### config.mk
export PLATFORM = sky130hd
export DESIGN_NAME = octal_driver_spi_fault_logic
export DESIGN_NICKNAME = d
export VERILOG_FILES = /design/src/rtl/driver_ctrl_pkg.sv /design/src/rtl/fault_filter.sv /design/src/rtl/octal_driver_spi_fault_logic.sv /design/src/rtl/pin_sync.sv
export VERILOG_INCLUDE_DIRS = /design/src /design/src/rtl
export SDC_FILE = /design/constraint.sdc
export NUM_CORES = 1
export LEC_CHECK = 0
export BUFFER_PORTS_ARGS = -buffer_cell sky130_fd_sc_hd__clkbuf_2
export CAP_MARGIN = 5
export CORE_MARGIN = 2
export CORE_UTILIZATION = 60
export CTS_CLUSTER_DIAMETER = 50
export CTS_CLUSTER_SIZE = 14
export DETAILED_ROUTE_END_ITERATION = 10
export PLACE_DENSITY = 0.75
export SYNTH_ARGS = -nofsm -noshare
export SYNTH_HDL_FRONTEND = slang
export SYNTH_SLANG_ARGS = --single-unit
### constraint.sdc
create_clock -name clock -period 2.4 [get_ports clock]
set_clock_uncertainty 0.15 [all_clocks]
set_input_delay 0.12 -clock clock [delete_from_list [all_inputs] [get_ports clock]]
set_output_delay 0.12 -clock clock [all_outputs]
set_load 0.02 [all_outputs]
### src/rtl/driver_ctrl_defines.svh
// Constants for the octal driver serial control and fault logic
`ifndef DRIVER_CTRL_DEFINES_SVH
`define DRIVER_CTRL_DEFINES_SVH
`define FRAME_BITS 16
`define FILTER_TIME_US 100
`define CLOCK_MHZ 100
`define FILTER_CYCLES (`FILTER_TIME_US * `CLOCK_MHZ)
`define REG_RESET 16'h0000
`define RESP_WARN_BIT 0
`define RESP_STATUS_LSB 1
`define RESP_INPUT_LSB 9
`define RESP_SUPPLY_BIT 15
`define CMD_OPEN_LSB 8
`endif

### src/rtl/driver_ctrl_pkg.sv
// Types for the octal driver serial control and fault logic
package driver_ctrl_pkg;
   typedef enum logic [1:0] {
      LINK_IDLE = 2'b00,
      LINK_SHIFT = 2'b01
   } link_state_t;
   typedef logic [7:0] chan_vec_t;
endpackage

### src/rtl/fault_filter.sv
// Persistence filter timer: output rises after the event holds a full window
`timescale 1ns/100ps
`default_nettype none
module fault_filter #(
   parameter int CYCLES = 10000
) (
   input wire logic clock,
   input wire logic rst_n,
   input wire logic event_in,
   output logic seen
);
   localparam int CW = $clog2(CYCLES + 1);
   localparam logic [CW-1:0] LAST = CW'(CYCLES - 1);
   logic [CW-1:0] cnt_q, cnt_d;
   logic seen_q, seen_d;
   always_comb begin
      cnt_d = '0;
      seen_d = 1'b0;
      // Any drop restarts the window, so short pulses never report
      if (event_in) begin
         if (cnt_q == LAST) begin
            cnt_d = cnt_q;
            seen_d = 1'b1;
         end else begin
            cnt_d = cnt_q + CW'(1);
         end
      end
   end
   always_ff @(posedge clock or negedge rst_n) begin
      if (!rst_n) begin
         cnt_q <= '0;
         seen_q <= 1'b0;
      end else begin
         cnt_q <= cnt_d;
         seen_q <= seen_d;
      end
   end
   assign seen = seen_q;
endmodule // fault_filter
`default_nettype wire

### src/rtl/octal_driver_spi_fault_logic.sv
// Serial port, drive combining and fault latches of the eight-channel driver
`timescale 1ns/100ps
`default_nettype none
`include "driver_ctrl_defines.svh"
module octal_driver_spi_fault_logic
   import driver_ctrl_pkg::*;
#(
   parameter int FILTER_CYCLES = `FILTER_CYCLES
) (
   input wire logic clock,
   input wire logic rst_n,
   input wire logic enable_pin,
   input wire logic chip_select_low_n,
   input wire logic serial_clock,
   input wire logic serial_in,
   output logic serial_out,
   output logic serial_out_en,
   input wire logic [3:0] parallel_drive_inputs_upper,
   input wire logic [7:0] over_current_sense,
   input wire logic [7:0] open_load_sense,
   input wire logic [3:0] pair_warning_sense,
   input wire logic [3:0] pair_shutdown_sense,
   input wire logic supply_fault_sense,
   output logic [7:0] driver_on,
   output logic [7:0] open_load_source_on,
   output logic thermal_warning_flag
);
   logic sync_en, sync_sel, sync_cs_n, sync_sck, sync_si;
   logic [3:0] sync_par;
   // Select synchronised as active high so its reset level matches an idle bus
   pin_sync #(.WIDTH(8)) u_sync (
      .clock(clock),
      .rst_n(rst_n),
      .pin({enable_pin, !chip_select_low_n, serial_clock, serial_in, parallel_drive_inputs_upper}),
      .level({sync_en, sync_sel, sync_sck, sync_si, sync_par})
   );
   assign sync_cs_n = !sync_sel;

   // Enable pin low acts as logic reset, caught synchronously
   logic en_q;
   always_ff @(posedge clock or negedge rst_n) begin
      if (!rst_n) begin
         en_q <= 1'b0;
      end else begin
         en_q <= sync_en;
      end
   end
   logic soft_clr;
   assign soft_clr = !en_q;

   // Edge detection on synchronised link levels
   logic cs_prev_q, sck_prev_q;
   always_ff @(posedge clock or negedge rst_n) begin
      if (!rst_n) begin
         cs_prev_q <= 1'b1;
         sck_prev_q <= 1'b0;
      end else begin
         cs_prev_q <= sync_cs_n;
         sck_prev_q <= sync_sck;
      end
   end
   logic cs_fall, cs_rise, sck_rise, sck_fall;
   assign cs_fall = cs_prev_q && !sync_cs_n;
   assign cs_rise = !cs_prev_q && sync_cs_n;
   assign sck_rise = !sck_prev_q && sync_sck;
   assign sck_fall = sck_prev_q && !sync_sck;

   // Filtered fault events
   logic [7:0] oc_seen, ol_seen;
   logic [7:0] drv_int, drv_q;
   logic [3:0] warn_seen, shut_seen;
   logic supply_seen;
   logic [15:0] cmd_q, cmd_d;
   genvar g;
   generate
      for (g = 0; g < 8; g++) begin : g_drv
         // One shared timer per driver; a mode change restarts the window
         fault_filter #(.CYCLES(FILTER_CYCLES)) u_filt (
            .clock(clock),
            .rst_n(rst_n),
            .event_in((drv_int[g] == drv_q[g]) && (drv_int[g] ? over_current_sense[g]
                      : (open_load_sense[g] && cmd_q[`CMD_OPEN_LSB + g]))),
            .seen(ol_seen[g])
         );
         // Seen lags one cycle, so the mode that fed it is drv_q
         assign oc_seen[g] = ol_seen[g] && drv_q[g];
      end
      for (g = 0; g < 4; g++) begin : g_pair
         fault_filter #(.CYCLES(1)) u_warn (
            .clock(clock),
            .rst_n(rst_n),
            .event_in(pair_warning_sense[g]),
            .seen(warn_seen[g])
         );
         fault_filter #(.CYCLES(1)) u_shut (
            .clock(clock),
            .rst_n(rst_n),
            .event_in(pair_shutdown_sense[g]),
            .seen(shut_seen[g])
         );
      end
   endgenerate
   fault_filter #(.CYCLES(1)) u_supply (
      .clock(clock),
      .rst_n(rst_n),
      .event_in(supply_fault_sense),
      .seen(supply_seen)
   );

   // Serial shift engine
   link_state_t st_q, st_d;
   logic [15:0] sh_q, sh_d, tx_q, tx_d;
   logic [4:0] cnt_q, cnt_d;
   logic so_q, so_d;
   logic [15:0] resp;
   logic valid_frame;
   always_comb begin
      st_d = st_q;
      sh_d = sh_q;
      tx_d = tx_q;
      cnt_d = cnt_q;
      so_d = so_q;
      valid_frame = 1'b0;
      unique case (st_q)
         LINK_IDLE: begin
            if (cs_fall) begin
               st_d = LINK_SHIFT;
               cnt_d = '0;
               tx_d = resp;
               so_d = resp[`RESP_WARN_BIT];
            end
         end
         LINK_SHIFT: begin
            if (cs_rise) begin
               st_d = LINK_IDLE;
               // Only a whole number of words counts
               valid_frame = (cnt_q[3:0] == 4'h0) && cnt_q[4];
            end else begin
               if (sck_rise) begin
                  sh_d = {sync_si, sh_q[15:1]};
                  cnt_d = {1'b1, cnt_q[3:0] + 4'h1};
                  if (cnt_q[4] == 1'b0 && cnt_q[3:0] != 4'hF) begin
                     cnt_d = {1'b0, cnt_q[3:0] + 4'h1};
                  end
               end
               if (sck_fall) begin
                  // Daisy chain: newest received bit leaves 16 falls later
                  tx_d = {sh_q[15], tx_q[15:1]};
                  so_d = tx_q[1];
               end
            end
         end
         default: st_d = LINK_IDLE;
      endcase
   end
   always_ff @(posedge clock or negedge rst_n) begin
      if (!rst_n) begin
         st_q <= LINK_IDLE;
         sh_q <= `REG_RESET;
         tx_q <= `REG_RESET;
         cnt_q <= '0;
         so_q <= 1'b0;
      end else if (soft_clr) begin
         st_q <= LINK_IDLE;
         sh_q <= `REG_RESET;
         tx_q <= `REG_RESET;
         cnt_q <= '0;
         so_q <= 1'b0;
      end else begin
         st_q <= st_d;
         sh_q <= sh_d;
         tx_q <= tx_d;
         cnt_q <= cnt_d;
         so_q <= so_d;
      end
   end

   // Command register and fault latches
   logic [7:0] oc_lat_q, oc_lat_d, ts_lat_q, ts_lat_d;
   logic ps_lat_q, ps_lat_d;
   logic [3:0] par_cap_q, par_cap_d;
   logic frozen_q, frozen_d;
   logic [7:0] shut_mask;
   logic [7:0] cmd_on;
   always_comb begin
      shut_mask = '0;
      for (int p = 0; p < 4; p++) begin
         shut_mask[2*p] = shut_seen[p];
         shut_mask[2*p+1] = shut_seen[p];
      end
   end
   always_comb begin
      cmd_d = cmd_q;
      oc_lat_d = oc_lat_q;
      ts_lat_d = ts_lat_q;
      ps_lat_d = ps_lat_q;
      par_cap_d = par_cap_q;
      frozen_d = frozen_q;
      if (valid_frame) begin
         cmd_d = sh_q;
         oc_lat_d = oc_lat_q & sh_q[7:0];
         for (int p = 0; p < 4; p++) begin
            if (!shut_seen[p] && sh_q[2*p +: 2] == 2'b00) begin
               ts_lat_d[2*p +: 2] = 2'b00;
            end
         end
         if (!supply_seen) begin
            ps_lat_d = 1'b0;
         end
         if ((oc_lat_d | ts_lat_d) == 8'h00) begin
            frozen_d = 1'b0;
         end
      end
      // Set wins over clear
      oc_lat_d = oc_lat_d | oc_seen;
      ts_lat_d = ts_lat_d | shut_mask;
      ps_lat_d = ps_lat_d | supply_seen;
      if ((oc_seen != 8'h00 || shut_mask != 8'h00) && !frozen_d) begin
         frozen_d = 1'b1;
         par_cap_d = sync_par;
      end
   end
   always_ff @(posedge clock or negedge rst_n) begin
      if (!rst_n) begin
         cmd_q <= `REG_RESET;
         oc_lat_q <= '0;
         ts_lat_q <= '0;
         ps_lat_q <= 1'b0;
         par_cap_q <= '0;
         frozen_q <= 1'b0;
      end else if (soft_clr) begin
         cmd_q <= `REG_RESET;
         oc_lat_q <= '0;
         ts_lat_q <= '0;
         ps_lat_q <= 1'b0;
         par_cap_q <= '0;
         frozen_q <= 1'b0;
      end else begin
         cmd_q <= cmd_d;
         oc_lat_q <= oc_lat_d;
         ts_lat_q <= ts_lat_d;
         ps_lat_q <= ps_lat_d;
         par_cap_q <= par_cap_d;
         frozen_q <= frozen_d;
      end
   end

   assign cmd_on = cmd_q[7:0] | {sync_par, 4'h0};
   // Supply fail holds drivers off only while present
   assign drv_int = cmd_on & ~oc_lat_q & ~ts_lat_q & {8{!supply_seen && en_q}};

   // Response word
   logic [7:0] status;
   logic [7:0] ol_report;
   assign ol_report = ol_seen & ~drv_q & cmd_q[15:8];
   assign status = oc_lat_q | ts_lat_q | ol_report;
   always_comb begin
      resp = `REG_RESET;
      resp[`RESP_WARN_BIT] = |warn_seen;
      resp[`RESP_STATUS_LSB +: 8] = status;
      resp[`RESP_INPUT_LSB +: 4] = frozen_q ? par_cap_q : sync_par;
      resp[`RESP_SUPPLY_BIT] = ps_lat_q;
   end

   logic [7:0] ols_q;
   logic warn_q;
   always_ff @(posedge clock or negedge rst_n) begin
      if (!rst_n) begin
         drv_q <= '0;
         ols_q <= '0;
         warn_q <= 1'b0;
      end else begin
         drv_q <= drv_int;
         ols_q <= cmd_q[15:8] & ~drv_int & {8{en_q && !supply_seen}};
         warn_q <= |warn_seen;
      end
   end
   assign driver_on = drv_q;
   assign open_load_source_on = ols_q;
   assign thermal_warning_flag = warn_q;
   assign serial_out = so_q;
   assign serial_out_en = (st_q == LINK_SHIFT);
endmodule // octal_driver_spi_fault_logic
`default_nettype wire

### src/rtl/pin_sync.sv
// Three-stage pin synchroniser with agreement filter
`timescale 1ns/100ps
`default_nettype none
module pin_sync #(
   parameter int WIDTH = 1
) (
   input wire logic clock,
   input wire logic rst_n,
   input wire logic [WIDTH-1:0] pin,
   output logic [WIDTH-1:0] level
);
   logic [WIDTH-1:0] s1_q, s2_q, s3_q, lvl_q, lvl_d;
   always_comb begin
      lvl_d = lvl_q;
      for (int i = 0; i < WIDTH; i++) begin
         if (s2_q[i] == s3_q[i]) begin
            lvl_d[i] = s3_q[i];
         end
      end
   end
   always_ff @(posedge clock or negedge rst_n) begin
      if (!rst_n) begin
         s1_q <= '0;
         s2_q <= '0;
         s3_q <= '0;
         lvl_q <= '0;
      end else begin
         s1_q <= pin;
         s2_q <= s1_q;
         s3_q <= s2_q;
         lvl_q <= lvl_d;
      end
   end
   assign level = lvl_q;
endmodule // pin_sync
`default_nettype wire

After elaboration in Yosys (flattened, before gate mapping)
Index checks and enable logic that the tools add are counted.
{"block": "word_totals", "ram_bits": 0, "latch_bits": 0, "out_inout_bits": 19, "inputBits": 35, "ff_bits": 268, "romBits": 0, "n_memories": 0}
{"block": "op_classes", "mul": 0, "div_mod_pow": 0, "n_eq_ne": 45, "muxes": 126, "bitwise": 20, "order_cmp": 0, "reduce_logical": 62, "add_sub_neg": 18, "n_shift": 0}
{"cell": "$mux 14", "n": 16}
{"cell": "$mux 16", "n": 10}
{"cell": "$add 14x1->14 const B", "n": 8}
{"cell": "$eq 14x14->1 const B", "n": 8}
{"cell": "$mux 1", "n": 73}
{"cell": "$and 8x8->8", "n": 8}
{"cell": "$or 8x8->8", "n": 6}
{"cell": "$logic_and 1x1->1", "n": 36}
{"cell": "$mux 8", "n": 4}
{"cell": "$not 8->8", "n": 4}
{"cell": "$pmux 16 s2", "n": 1}
{"cell": "$mux 5", "n": 5}
{"cell": "$mux 2", "n": 11}
{"cell": "$ne 2x2->1 const B", "n": 10}
{"cell": "$eq 1x1->1", "n": 16}
{"cell": "$reduce_bool 8->1", "n": 2}
{"cell": "$mux 4", "n": 3}
{"cell": "$ne 3x2->1 const B", "n": 4}
{"cell": "$logic_not 1->1", "n": 11}
{"cell": "$logic_not 2->1", "n": 5}
{"cell": "$pmux 5 s2", "n": 1}
{"cell": "$add 1x1->1 const B", "n": 9}
{"cell": "$logic_not 8->1", "n": 1}
{"cell": "$reduce_and 4->1", "n": 2}
{"cell": "14 further kinds", "n": 17}

Depth between registers and ports, before layout
Gate-level depths: netlist of run 1.
{"block": "logic_depth", "depth_word": 13, "depth_mapped": 7}

Modules after synthesis
A second synthesis of run 1 with hierarchy kept.
{"block": "unflattened", "hier_cells": 1099, "area_unflattened_um2": 11982.7}
{"module": "fault_filter at g_drv[0].u_filt ...", "instances": 8, "cells_each": 76, "area_each_um2": 817.0, "seq_area_each_um2": 375.4}
{"module": "octal_driver_spi_fault_logic", "instances": 1, "cells_each": 442, "area_each_um2": 4330.4, "seq_area_each_um2": 2403.6}
{"module": "pin_sync", "instances": 1, "cells_each": 40, "area_each_um2": 890.9, "seq_area_each_um2": 800.8}
{"module": "fault_filter at g_pair[0].u_shut ...", "instances": 9, "cells_each": 1, "area_each_um2": 25.0, "seq_area_each_um2": 25.0}

Worst setup path after synthesis of run 1
Ideal clock, no wire load.
{"block": "synth_timing", "path_kind": "register -> register", "start": "register g_drv[2].u_filt.cnt_q[0]", "end": "register g_drv[2].u_filt.cnt_q[3]", "path_buffers": 1, "arrival_ns": 1.731, "t_required_ns": 2.127, "path_stages_with_launch": 8, "slack_ns": 0.397, "setup_time_ns": 0.123, "cell_sequence": "dfrtp_1 -> ha_1 -> nand4bb_1 -> or4_4 -> buf_6 -> nand3_2 -> xor2_2 -> nor2_1"}
{"block": "synth_via", "elab_chain_cells": 3}
{"item": "start: declaration", "line_no": "fault_filter.sv:14", "text": "logic [CW-1:0] cnt_q, cnt_d;"}
{"item": "start signal: assignment", "line_no": "fault_filter.sv:34", "text": "cnt_q <= cnt_d;"}
{"item": "$add 14x1->14", "line_no": "fault_filter.sv:25", "text": "cnt_d = cnt_q + CW'(1);"}
{"item": "$mux 14", "line_no": "fault_filter.sv:21", "text": "if (cnt_q == LAST) begin"}
{"item": "$mux 14", "line_no": "fault_filter.sv:20", "text": "if (event_in) begin"}
Several ways; a longest one is shown, not always the timed one. The select of a mux whose other input is x is not followed.
A chain may end at the register's enable or synchronous reset.

Final worst setup path of run 1
{"block": "layout_timing", "start": "register sh_q[2]", "end": "register par_cap_q[1]"}
{"block": "layout_via", "elab_chain_cells": 11}
{"item": "start: declaration", "line_no": "octal_driver_spi_fault_logic.sv:112", "text": "logic [15:0] sh_q, sh_d, tx_q, tx_d;"}
{"item": "start signal: assignment", "line_no": "octal_driver_spi_fault_logic.sv:159", "text": "sh_q <= `REG_RESET;"}
{"item": "start signal: assignment", "line_no": "octal_driver_spi_fault_logic.sv:165", "text": "sh_q <= `REG_RESET;"}
{"item": "$logic_not 2->1", "line_no": "octal_driver_spi_fault_logic.sv:203", "text": "if (!shut_seen[p] && sh_q[2*p +: 2] == 2'b00) begin"}
{"item": "$logic_and 1x1->1", "line_no": "octal_driver_spi_fault_logic.sv:203"}
{"item": "$mux 2", "line_no": "octal_driver_spi_fault_logic.sv:203"}
{"item": "$mux 2", "line_no": "octal_driver_spi_fault_logic.sv:199", "text": "if (valid_frame) begin"}
{"item": "$or 8x8->8 (*)", "line_no": "octal_driver_spi_fault_logic.sv:210", "text": "if ((oc_lat_d | ts_lat_d) == 8'h00) begin"}
{"item": "$logic_not 8->1 (*)", "line_no": "octal_driver_spi_fault_logic.sv:210"}
{"item": "$mux 1 (*)", "line_no": "octal_driver_spi_fault_logic.sv:210"}
{"item": "$mux 1 (*)", "line_no": "octal_driver_spi_fault_logic.sv:199"}
{"item": "$logic_not 1->1 (*)", "line_no": "octal_driver_spi_fault_logic.sv:218", "text": "if ((oc_seen != 8'h00 || shut_mask != 8'h00) && !frozen_d) begin"}
{"item": "$logic_and 1x1->1 (*)", "line_no": "octal_driver_spi_fault_logic.sv:218"}
{"item": "$ne 2x1->1 (no line) (*)"}
{"item": "end signal: assignment", "line_no": "octal_driver_spi_fault_logic.sv:243", "text": "par_cap_q <= par_cap_d;"}
{"item": "end: declaration", "line_no": "octal_driver_spi_fault_logic.sv:181", "text": "logic [3:0] par_cap_q, par_cap_d;"}
Every way passes the cells marked *; elsewhere a longest branch is shown, timed or not. The select of a mux whose other input is x is not followed.

==> impl_metrics.toml, run 1 <==
[timing]
slew_headroom_pct = 52.03
worst_pin_slew_ps = 719.6
rsz0062_at_grt = "no"
timing.final.hold_violations = 0
period_share_pct = 88.90
fin_crit_ps = 2134
setup_violations = 0
fmax_mhz = 468.7
tns_ps = 0
finalMaxSlewViolations = 0

[drt]
route.detailed.drc = 0
routedWlPerCell_microns = 15.95
initialDrtViolationCount = 541
viasPerCell = 5.660
drtAntennaViolNets = 0
drt_wl_total_mm = 22.29
dr.pass1.iters = 5
vias = 7912

[global_route]
grt_max_degree = 69
antenna_found_initial = 0
grt_overflow = 0
grt_pass1_vias = 7701
grtUsageTotal_pct = 23.31
grt_first_pass_wirelength_mm = 38.03

[clock_tree]
clock_path_buffers = 3
cts_tree = "built"
clock-sinks = 257
clock_latency_ps = 550
numCtsBuffers = 29
clk_pin_slew_ps = 60
root_buffer = "clkbuf_16"
cts_resized = 0
h-tree-depth = 1
post_cts_buffers = 0
ctsHoldBuffers = 19

[power_and_ir_drop]
peakVddDrop_mv = 0.5790
p_per_area_nw_per_um2 = 741.3
p_switching_mw = 2.257
combPwrFrac_pct = 5.3
leakagePower_nw = 5.738
pwr-share-clk_pct = 47.5
total_power_mw = 9.628
switching_share_pct = 23.44
intPower_mw = 7.371
p_seq_share_pct = 47.2

[synth]
synth_top_family_by_area = "simple AND/OR/NAND/NOR gates"
ys_seq_elements = 257
synthAdderAreaFrac_pct = 1.834
synth_area_leaders = "dfrtp_1 57%, nor2_1 5.8%, xnor2_1 3.9%"
synth_top_area_share_pct = 57.26
synthSimpleGateAreaFrac_pct = 20.17
synth-xor-area-share_pct = 7.818
synth_area_per_cell_sq_um = 10.46
syn_inst = 1070
async_reset_ff_share_pct = 100.0
synth_area_leader_cell = "dfrtp_1"
syn_area_sq_um = 11190
yosysWarnings = 0
yosysSeqAreaShare_pct = 57.50
synth_edf_count = 0
synth_compound_area_share_pct = 7.572
ys.flop_type = "dfrtp_1"
ys_types = 56
syn-num-nets = 1115
muxShareOfSynthArea_pct = 2.684

[worst_hold_path]
hold_path_class = "in2reg"

[place]
globalplace.congestion = 0.8573
hpwl_mm = 14.51
numPortBuffers = 53

[setup_path]
worst_path_max_delay_cell = "o41ai_2"
path_buf_inv = 0
start_kind = "register"
critPathCaptureType = "register"
crit_chain = "o32ai_1 > nand3_1 > o41ai_2 > nand3_1 > a21oi_1"
worstPathArrival_ps = 2460
critPathMaxStageDelay_ps = 590
crit_path_frequent_cell = "nand3_1"
crit_fanout = 8
critPathKind = "reg2reg"
crit_family = "compound AO/OA/AOI/OAI gates"
crit_required_ps = 2720

[run_status]
status = "finished clean"

[die]
ios = 54
rows = 49
initial_core_util_pct = 61.65
die_area_sq_um = 19750
die_height_microns = 140.5
coreArea_sq_um = 18150
die-width_microns = 140.5

[cells_and_area]
final_layout_size_suffix_gt1_share_pct = 11.63
area_growth_syn_to_layout_pct = 16.09
insertedDiodeCount = 0
final_nets = 1195

[run]
max-cap-violations = 0
## area by class of cell
cell class | count | area [sq um]
Clock buffer | 33 | 750.7
Clock inverter | 17 | 251.5
Fill cell | 1354 | 5160
Inverter | 24 | 90.09
Multi-Input combinational cell | 745 | 4491
Sequential cell | 257 | 6432
Tap cell | 229 | 286.5
Timing Repair Buffer | 93 | 685.7
## layout by cell type (no fill, tap or decap), types with 4 or more instances in the layout
| master | n |
|---|---|
| clkbuf_2 | 52 |
| nand4_1 | 32 |
| inv_1 | 23 |
| mux2i_1 | 30 |
| o22a_1 | 8 |
| ha_1 | 10 |
| nand3b_1 | 11 |
| bufinv_16 | 4 |
| nand2_1 | 96 |
| nor3_1 | 13 |
| buf_12 | 5 |
| nor2_1 | 172 |
| nor4bb_1 | 5 |
| dfrtp_1 | 256 |
| clkinv_4 | 4 |
| nand3_1 | 55 |
| o31ai_1 | 22 |
| maj3_1 | 8 |
| nor4_1 | 12 |
| and3_1 | 28 |
| inv_6 | 4 |
| xor2_1 | 48 |
| nand2b_1 | 6 |
| o211ai_1 | 5 |
| and2_1 | 8 |
| buf_4 | 16 |
| xnor2_1 | 50 |
| clkbuf_16 | 29 |
| a21oi_1 | 63 |
| a22oi_1 | 5 |
| o21ai_0 | 19 |
| dlygate4sd3_1 | 19 |
## power groups by stage
stage               Combinational [mW]  Sequential (mW)  Clock (mW)
finish                           0.509             4.54        4.58
global route                     0.569             4.55        4.86
CTS                              0.515             4.54        4.67
detailed placement               0.485             4.62           0
global placement                 0.478             4.62           0
floorplan                        0.241             4.60           0
## cells in the mapped netlist (all sizes together) (2+ instances only)
library cell,number
ha,10
maj3,8
nor2b,3
o41ai,3
xor2,49
and4,3
or3,2
mux2i,30
a22oi,5
nand2,96
o21ai,19
and2,8
nor4,12
xnor2,50
nand4b,2
inv,23
buf,8
nand4bb,2
o32ai,3
and3,28
nor3,13
or3b,2
o31ai,22
o22a,8
a21oi,63
nor4bb,5
nand2b,6
clkbuf,36
nand4,33
or2,2
nand3b,11
dfrtp,256
nand3,56
nor3b,4
o211ai,5
or4,2
nor2,173
## through the flow
stage	hold slack (ps)	worst slack [ps]	instance area (sq um)	utilization [%]	cells
2_1_floorplan	-325.6	396.9	11190	-	1070
3_3_place_gp	-45.21	376.9	11800	65.00	1329
3_5_place_dp	-50.20	319.5	11800	65.00	1329
4_1_cts	48.61	308.1	12990	71.57	1398
5_1_grt	67.98	28.45	12990	71.57	1398
6_report	60.86	266.3	12990	71.57	1398
## cell families after synthesis
logic type | Yosys count
and+or+nand+nor | 466
AOI/OAI and AO/OA | 132
buffers and inverters | 68
adders and majority gates | 18
muxes | 30
DFF | 257
xor gates and xnor gates | 99
## state kept, by name, summed over array words and instances (netlist names), 5 cells and up
signal               flops
cmd_q                   16
cnt_q                    5
driver_on                8
g_drv.u_filt.cnt_q     112
g_drv.u_filt.seen        8
oc_lat_q                 8
open_load_source_on      8
sh_q                    16
ts_lat_q                 8
tx_q                    15
u_sync.level             8
u_sync.s1_q              8
u_sync.s2_q              8
u_sync.s3_q              8
## metal layers
| layer | vias up | routed length, microns | track usage [%] |
|---|---|---|---|
| met5 | - | 0 | 0 |
| met4 | 0 | 396 | 5.737 |
| met3 | 33 | 906 | 3.453 |
| met2 | 159 | 10710 | 37.95 |
| met1 | 3880 | 10280 | 33.54 |
| li1 | 3840 | - | - |
## worst register-to-register path, cell delays in order (launching register included)
cell     delay [ps]
dfrtp_1         480
o32ai_1         360
nand3_1         190
o41ai_2         590
nand3_1         150
a21oi_1         140
## path summary, 6_finish.rpt
check | start | endpoint | slack [ps] | depth (start not counted)
min in group asynchronous | rst_n | g_drv[5].u_filt.cnt_q[7] | 500 | 3
min reg2reg | u_sync.s1_q[1] | u_sync.s2_q[1] | 200 | 0
max in group asynchronous | rst_n | g_drv[3].u_filt.cnt_q[11] | 870 | 4
min | enable_pin | u_sync.s1_q[7] | 60 | 2
max reg2reg | sh_q[2] | par_cap_q[1] | 270 | 5
max | sh_q[2] | par_cap_q[1] | 270 | 5
Note: power is estimated with default switching activity, not from simulation.
==> inputs of run 2 (changes only) <==
--- a/config.mk
+++ b/config.mk
@@ -8,12 +8,12 @@
 export LEC_CHECK = 0
 export BUFFER_PORTS_ARGS = -buffer_cell sky130_fd_sc_hd__clkbuf_2
 export CAP_MARGIN = 5
-export CORE_MARGIN = 2
 export CORE_UTILIZATION = 60
 export CTS_CLUSTER_DIAMETER = 50
 export CTS_CLUSTER_SIZE = 14
 export DETAILED_ROUTE_END_ITERATION = 10
 export PLACE_DENSITY = 0.75
+export SKIP_CTS_REPAIR_TIMING = 1
 export SYNTH_ARGS = -nofsm -noshare
 export SYNTH_HDL_FRONTEND = slang
 export SYNTH_SLANG_ARGS = --single-unit
==> run 2 against run 1 <==
The flow now finishes with violations (DRC, hold timing). Global-route usage rose by 1.1 points. Sequential power barely moved. Non-clock buffer count rose by 1. Register-to-register slack got worse by 70 ps. Clock-buffer cell count did not move. Combinational power fell by 3%. Via count rose by 0.80%. Critical path depth did not move. Die area fell by 2.8%.
==> impl_metrics.toml, run 2 (same netlist as run 1, synthesis figures left out) <==
[drt]
viasPerCell = 5.717
drtAntennaViolNets = 0
vias = 7975
dr.pass1.iters = 8
initialDrtViolationCount = 641
routedWlPerCell_microns = 16.31
route.detailed.drc = 8
drt_wl_total_mm = 22.75

[clock_tree]
cts_tree = "built"
clk_pin_slew_ps = 70
numCtsBuffers = 27
clock_path_buffers = 3
h-tree-depth = 1
clock-sinks = 257
clock_latency_ps = 540
root_buffer = "clkbuf_16"

[timing]
tns_ps = 0
slew_headroom_pct = 53.52
fin_crit_ps = 2205
timing.final.hold_violations = 12
rsz0062_at_grt = "no"
holdWs_ps = -15.78
finalMaxSlewViolations = 0
fmax_mhz = 453.5
worst_pin_slew_ps = 697.3
setup_violations = 0
period_share_pct = 91.89

[cells_and_area]
largest_register_ffs = 112
final_nets = 1194
largestRegisters = "g_drv.u_filt.cnt_q: 112 flops, cmd_q: 16 flops, sh_q: 16 flops"
insertedDiodeCount = 0
multi_input_area_sq_um = 4491
regArea_sq_um = 6432
utilization_pct = 71.10
layout_common_cells = "256 x dfrtp_1, 172 x nor2_1, 96 x nand2_1, 63 x a21oi_1, 55 x nand3_1"
postLayoutCellArea_sq_um = 12900
area_growth_syn_to_layout_pct = 15.34
final.fill_count = 1340
final_common_cell = "dfrtp_1"
top_register = "g_drv.u_filt.cnt_q"
final_cells = 1395
final_layout_size_suffix_gt1_share_pct = 11.49

[die]
coreArea_sq_um = 18150
ios = 54
initial_core_util_pct = 61.65
die_height_microns = 138.5
die_area_sq_um = 19190
rows = 49
die-width_microns = 138.5

[power_and_ir_drop]
leakagePower_nw = 5.705
combPwrFrac_pct = 5.3
peakVddDrop_mv = 0.8971
p_switching_mw = 2.157
switching_share_pct = 22.96
intPower_mw = 7.238
pwr-share-clk_pct = 46.3
p_seq_share_pct = 48.4
p_per_area_nw_per_um2 = 728.1

[global_route]
antenna_found_initial = 0
grt_max_degree = 72
grt_pass1_vias = 7689
grt_overflow = 0
grtUsageTotal_pct = 24.40
grt_first_pass_wirelength_mm = 38.32

[setup_path]
worstPathArrival_ps = 2510
crit_chain = "o32ai_1 > nand3_1 > o41ai_2 > nand3_1 > a21oi_1"
critPathCaptureType = "register"
critPathKind = "reg2reg"
path_buf_inv = 0
crit_path_frequent_cell = "nand3_1"
start_kind = "register"
crit_required_ps = 2700
crit_family = "compound AO/OA/AOI/OAI gates"
worst_path_max_delay_cell = "o41ai_2"
critPathMaxStageDelay_ps = 590
crit_fanout = 8
r2r_slack_ps = 190

[run_status]
status = "complete, but fails checks"
violations = "DRC, hold timing"

[worst_hold_path]
hold_path_class = "in2async"

[place]
globalplace.congestion = 0.8690
hpwl_mm = 14.82
numPortBuffers = 53
placed_cells = 1331
place_area_sq_um = 11800

[run]
max-cap-violations = 0
==> run 2: cell count changes in the layout (fill, tap and decap cells not counted), sizes merged <==
cell / change
buf: +2
clkinv: -2
inv: -2
dlygate4sd3: -1
==> run 2: worst paths after layout <==
check | startpoint | to | cells after the start
setup / recovery | sh_q[2] | par_cap_q[3] | 5
hold / removal | rst_n | g_drv[5].u_filt.cnt_q[10] | 2
setup reg to reg | sh_q[2] | par_cap_q[3] | 5
hold reg to reg | u_sync.s1_q[2] | u_sync.s2_q[2] | 0
max in group asynchronous | rst_n | sh_q[9] | 3
min in group clock | parallel_drive_inputs_upper[0] | u_sync.s1_q[0] | 2
==> run 2: per-layer routing <==
metal | GRT usage, % | share of wire, % | up-vias
li1 | - | - | 3839
met1 | 34.37 | 45 | 3935
met2 | 39.65 | 48 | 158
met3 | 3.419 | 4.1 | 43
met4 | 7.569 | 2.6 | 0
met5 | 0 | 0 | -
==> run 2: per-stage QoR <==
stage	setup slack, ps	power, mW
finish	194.7	9.396
global route	1.796	9.707
CTS	250.4	9.438
detailed placement	291.0	5.097
global placement	351.9	5.087
floorplan	396.9	4.842
==> run 2: cell type report <==
class                      count  area share (%)
clock inverter                13           1.532
inverter                      24          0.6981
tap                          229           2.221
multi-input combinational    745           34.80
clock buffer                  33           5.643
sequential                   257           49.85
timing repair buffer          94           5.256
==> run 2: power groups by stage <==
stage	Combinational [mW]	Clock (mW)	Sequential (mW)
after global placement	0.465	0	4.62
after CTS	0.478	4.41	4.55
after global routing	0.556	4.59	4.56
after floorplan	0.241	0	4.60
final	0.495	4.35	4.55
after detailed placement	0.474	0	4.62
==> inputs of run 3 (changes only) <==
==> constraint.sdc (replaced) <==
create_clock -name clock -period 2.7 [get_ports clock]
set_clock_uncertainty 0.15 [all_clocks]
set_input_delay 0.135 -clock clock [delete_from_list [all_inputs] [get_ports clock]]
set_output_delay 0.135 -clock clock [all_outputs]
set_load 0.02 [all_outputs]
==> run 3 against run 2 <==
The run still ends with DRC, hold timing left. Critical path type unchanged. Clock-buffer cell count down 3. Power down 14%. Sequential power down 11%. Via count down 1.2%. Highest routed layer unchanged. Routed wire length down 2.0%. Clock power down 17%. Maximum frequency down 2.5%. Worst hold slack worse by 3.4 ps.
==> impl_metrics.toml, run 3 (same netlist as run 1, synthesis figures left out) <==
[drt]
viasPerCell = 5.694
wl_met2_mm = 10.79
wl_met1_mm = 10.32
highest_layer = "met4"
dr.pass1.iters = 8
routedWlPerCell_microns = 16.11
route.detailed.drc = 8
met3_length_microns = 679
drtAntennaViolNets = 0
initialDrtViolationCount = 486
drt_wl_total_mm = 22.29
vias = 7881

[setup_path]
critPathMaxStageDelay_ps = 500
r2r_end = "g_drv[1].u_filt.cnt_q[10]"
crit_chain = "ha_1 > nor4bb_1 > nand4_1 > nand4_1 > xor2_1 > nor2_1"
worstReg2RegStart = "g_drv[1].u_filt.cnt_q[0]"
cp-startpoint = "g_drv[1].u_filt.cnt_q[0]"
r2r_slack_ps = 440
crit_fanout = 13
crit_required_ps = 2950
start_kind = "register"
crit_path_end = "g_drv[1].u_filt.cnt_q[10]"
worst_path_max_delay_cell = "nand4_1"
critPathKind = "reg2reg"
worstPathArrival_ps = 2510
reg2regPathDepth = 6
critPathCaptureType = "register"
crit_path_frequent_cell = "nand4_1"

[global_route]
grt_first_pass_wirelength_mm = 38.32
grt_overflow = 0
grt_max_degree = 61
grt_pass1_vias = 7830
grtUsageTotal_pct = 24.25
antenna_found_initial = 0

[power_and_ir_drop]
peakVddDrop_mv = 0.5911
p_per_area_nw_per_um2 = 633.1
leakagePower_nw = 5.616

[cells_and_area]
area_growth_syn_to_layout_pct = 14.06
final_common_cell = "dfrtp_1"
insertedDiodeCount = 0
largest_register_ffs = 112
top_register = "g_drv.u_filt.cnt_q"
utilization_pct = 70.31
postLayoutCellArea_sq_um = 12760
layout_common_cells = "256 x dfrtp_1, 172 x nor2_1, 96 x nand2_1, 63 x a21oi_1, 55 x nand3_1"
final_layout_size_suffix_gt1_share_pct = 10.74
largestRegisters = "g_drv.u_filt.cnt_q: 112 flops, cmd_q: 16 flops, sh_q: 16 flops"
final_nets = 1186

[place]
numPortBuffers = 53
globalplace.congestion = 0.8288
place_area_sq_um = 11730
hpwl_mm = 14.46

[clock_tree]
clock-sinks = 257
h-tree-depth = 1
clock_latency_ps = 530
clock_path_buffers = 3
clk_pin_slew_ps = 60
root_buffer = "clkbuf_16"
numCtsBuffers = 27
cts_tree = "built"

[timing]
rsz0062_at_grt = "no"
slew_headroom_pct = 51.47
tns_ps = 0
worst_pin_slew_ps = 727.9
period_share_pct = 83.75
fin_crit_ps = 2261
holdWs_ps = -19.17
finalMaxSlewViolations = 0
setup_violations = 0
fmax_mhz = 442.3
timing.final.hold_violations = 20

[die]
ios = 54
die_height_microns = 138.5
die-width_microns = 138.5
coreArea_sq_um = 18150
die_area_sq_um = 19190
initial_core_util_pct = 61.65
rows = 49

[run]
max-cap-violations = 0

[run_status]
violations = "DRC, hold timing"
status = "complete, but fails checks"

[worst_hold_path]
hold_path_class = "in2async"
==> run 3: critical path, delay by kind of cell (launching register included) <==
kind	cells	cell delay, ps
adders and majority gates	1	310
xor gates and xnor gates	1	170
and+or+nand+nor	4	1120
DFF	1	380
==> run 3: worst min path at each step <==
stage,endpoint,slack (ps),depth (start not counted)
finish,g_drv[6].u_filt.cnt_q[4],-20,2
global route,g_drv[6].u_filt.cnt_q[4],30,2
CTS,g_drv[6].u_filt.cnt_q[4],-600,1
detailed placement,g_drv[6].u_filt.cnt_q[4],-50,1
global placement,g_drv[6].u_filt.cnt_q[4],-40,1
floorplan,cmd_q[0],-310,0
==> run 3: cell type report <==
| class | instances | area (sq um) |
|---|---|---|
| repair buffers | 86 | 605.6 |
| flip-flops and latches | 257 | 6432 |
| well taps | 229 | 286.5 |
| inverters | 24 | 90.09 |
| multi-input cells | 745 | 4491 |
| fillers | 1351 | 5388 |
| clock inverters | 13 | 157.7 |
| clock buffers | 30 | 696.9 |
==> run 3: metal layers <==
metal  vias up  global-route usage (%)
met4         0                   5.914
li1       3812                       -
met1      3913                   34.51
met3        40                   3.211
met5         -                       0
met2       116                   39.94
==> run 3: stage by stage <==
step / instances / hold slack, ps / setup WS [ps] / power (mW)
after global placement: 1323 / -39.85 / 601.8 / 4.511
after floorplan: 1070 / -310.6 / 696.9 / 4.304
after CTS: 1366 / -598.1 / 439.7 / 8.134
final: 1384 / -19.17 / 438.8 / 8.078
after global routing: 1384 / 25.16 / 192.5 / 8.354
after detailed placement: 1323 / -45.38 / 498.5 / 4.518
==> run 3: power breakdown <==
| part | total [mW] | internal, mW | switching (mW) |
|---|---|---|---|
| sequential | 4.04 | 3.96 | 0.0865 |
| combinational | 0.428 | 0.149 | 0.279 |
| clock | 3.61 | 2.07 | 1.54 |
| total | 8.08 | 6.18 | 1.90 |
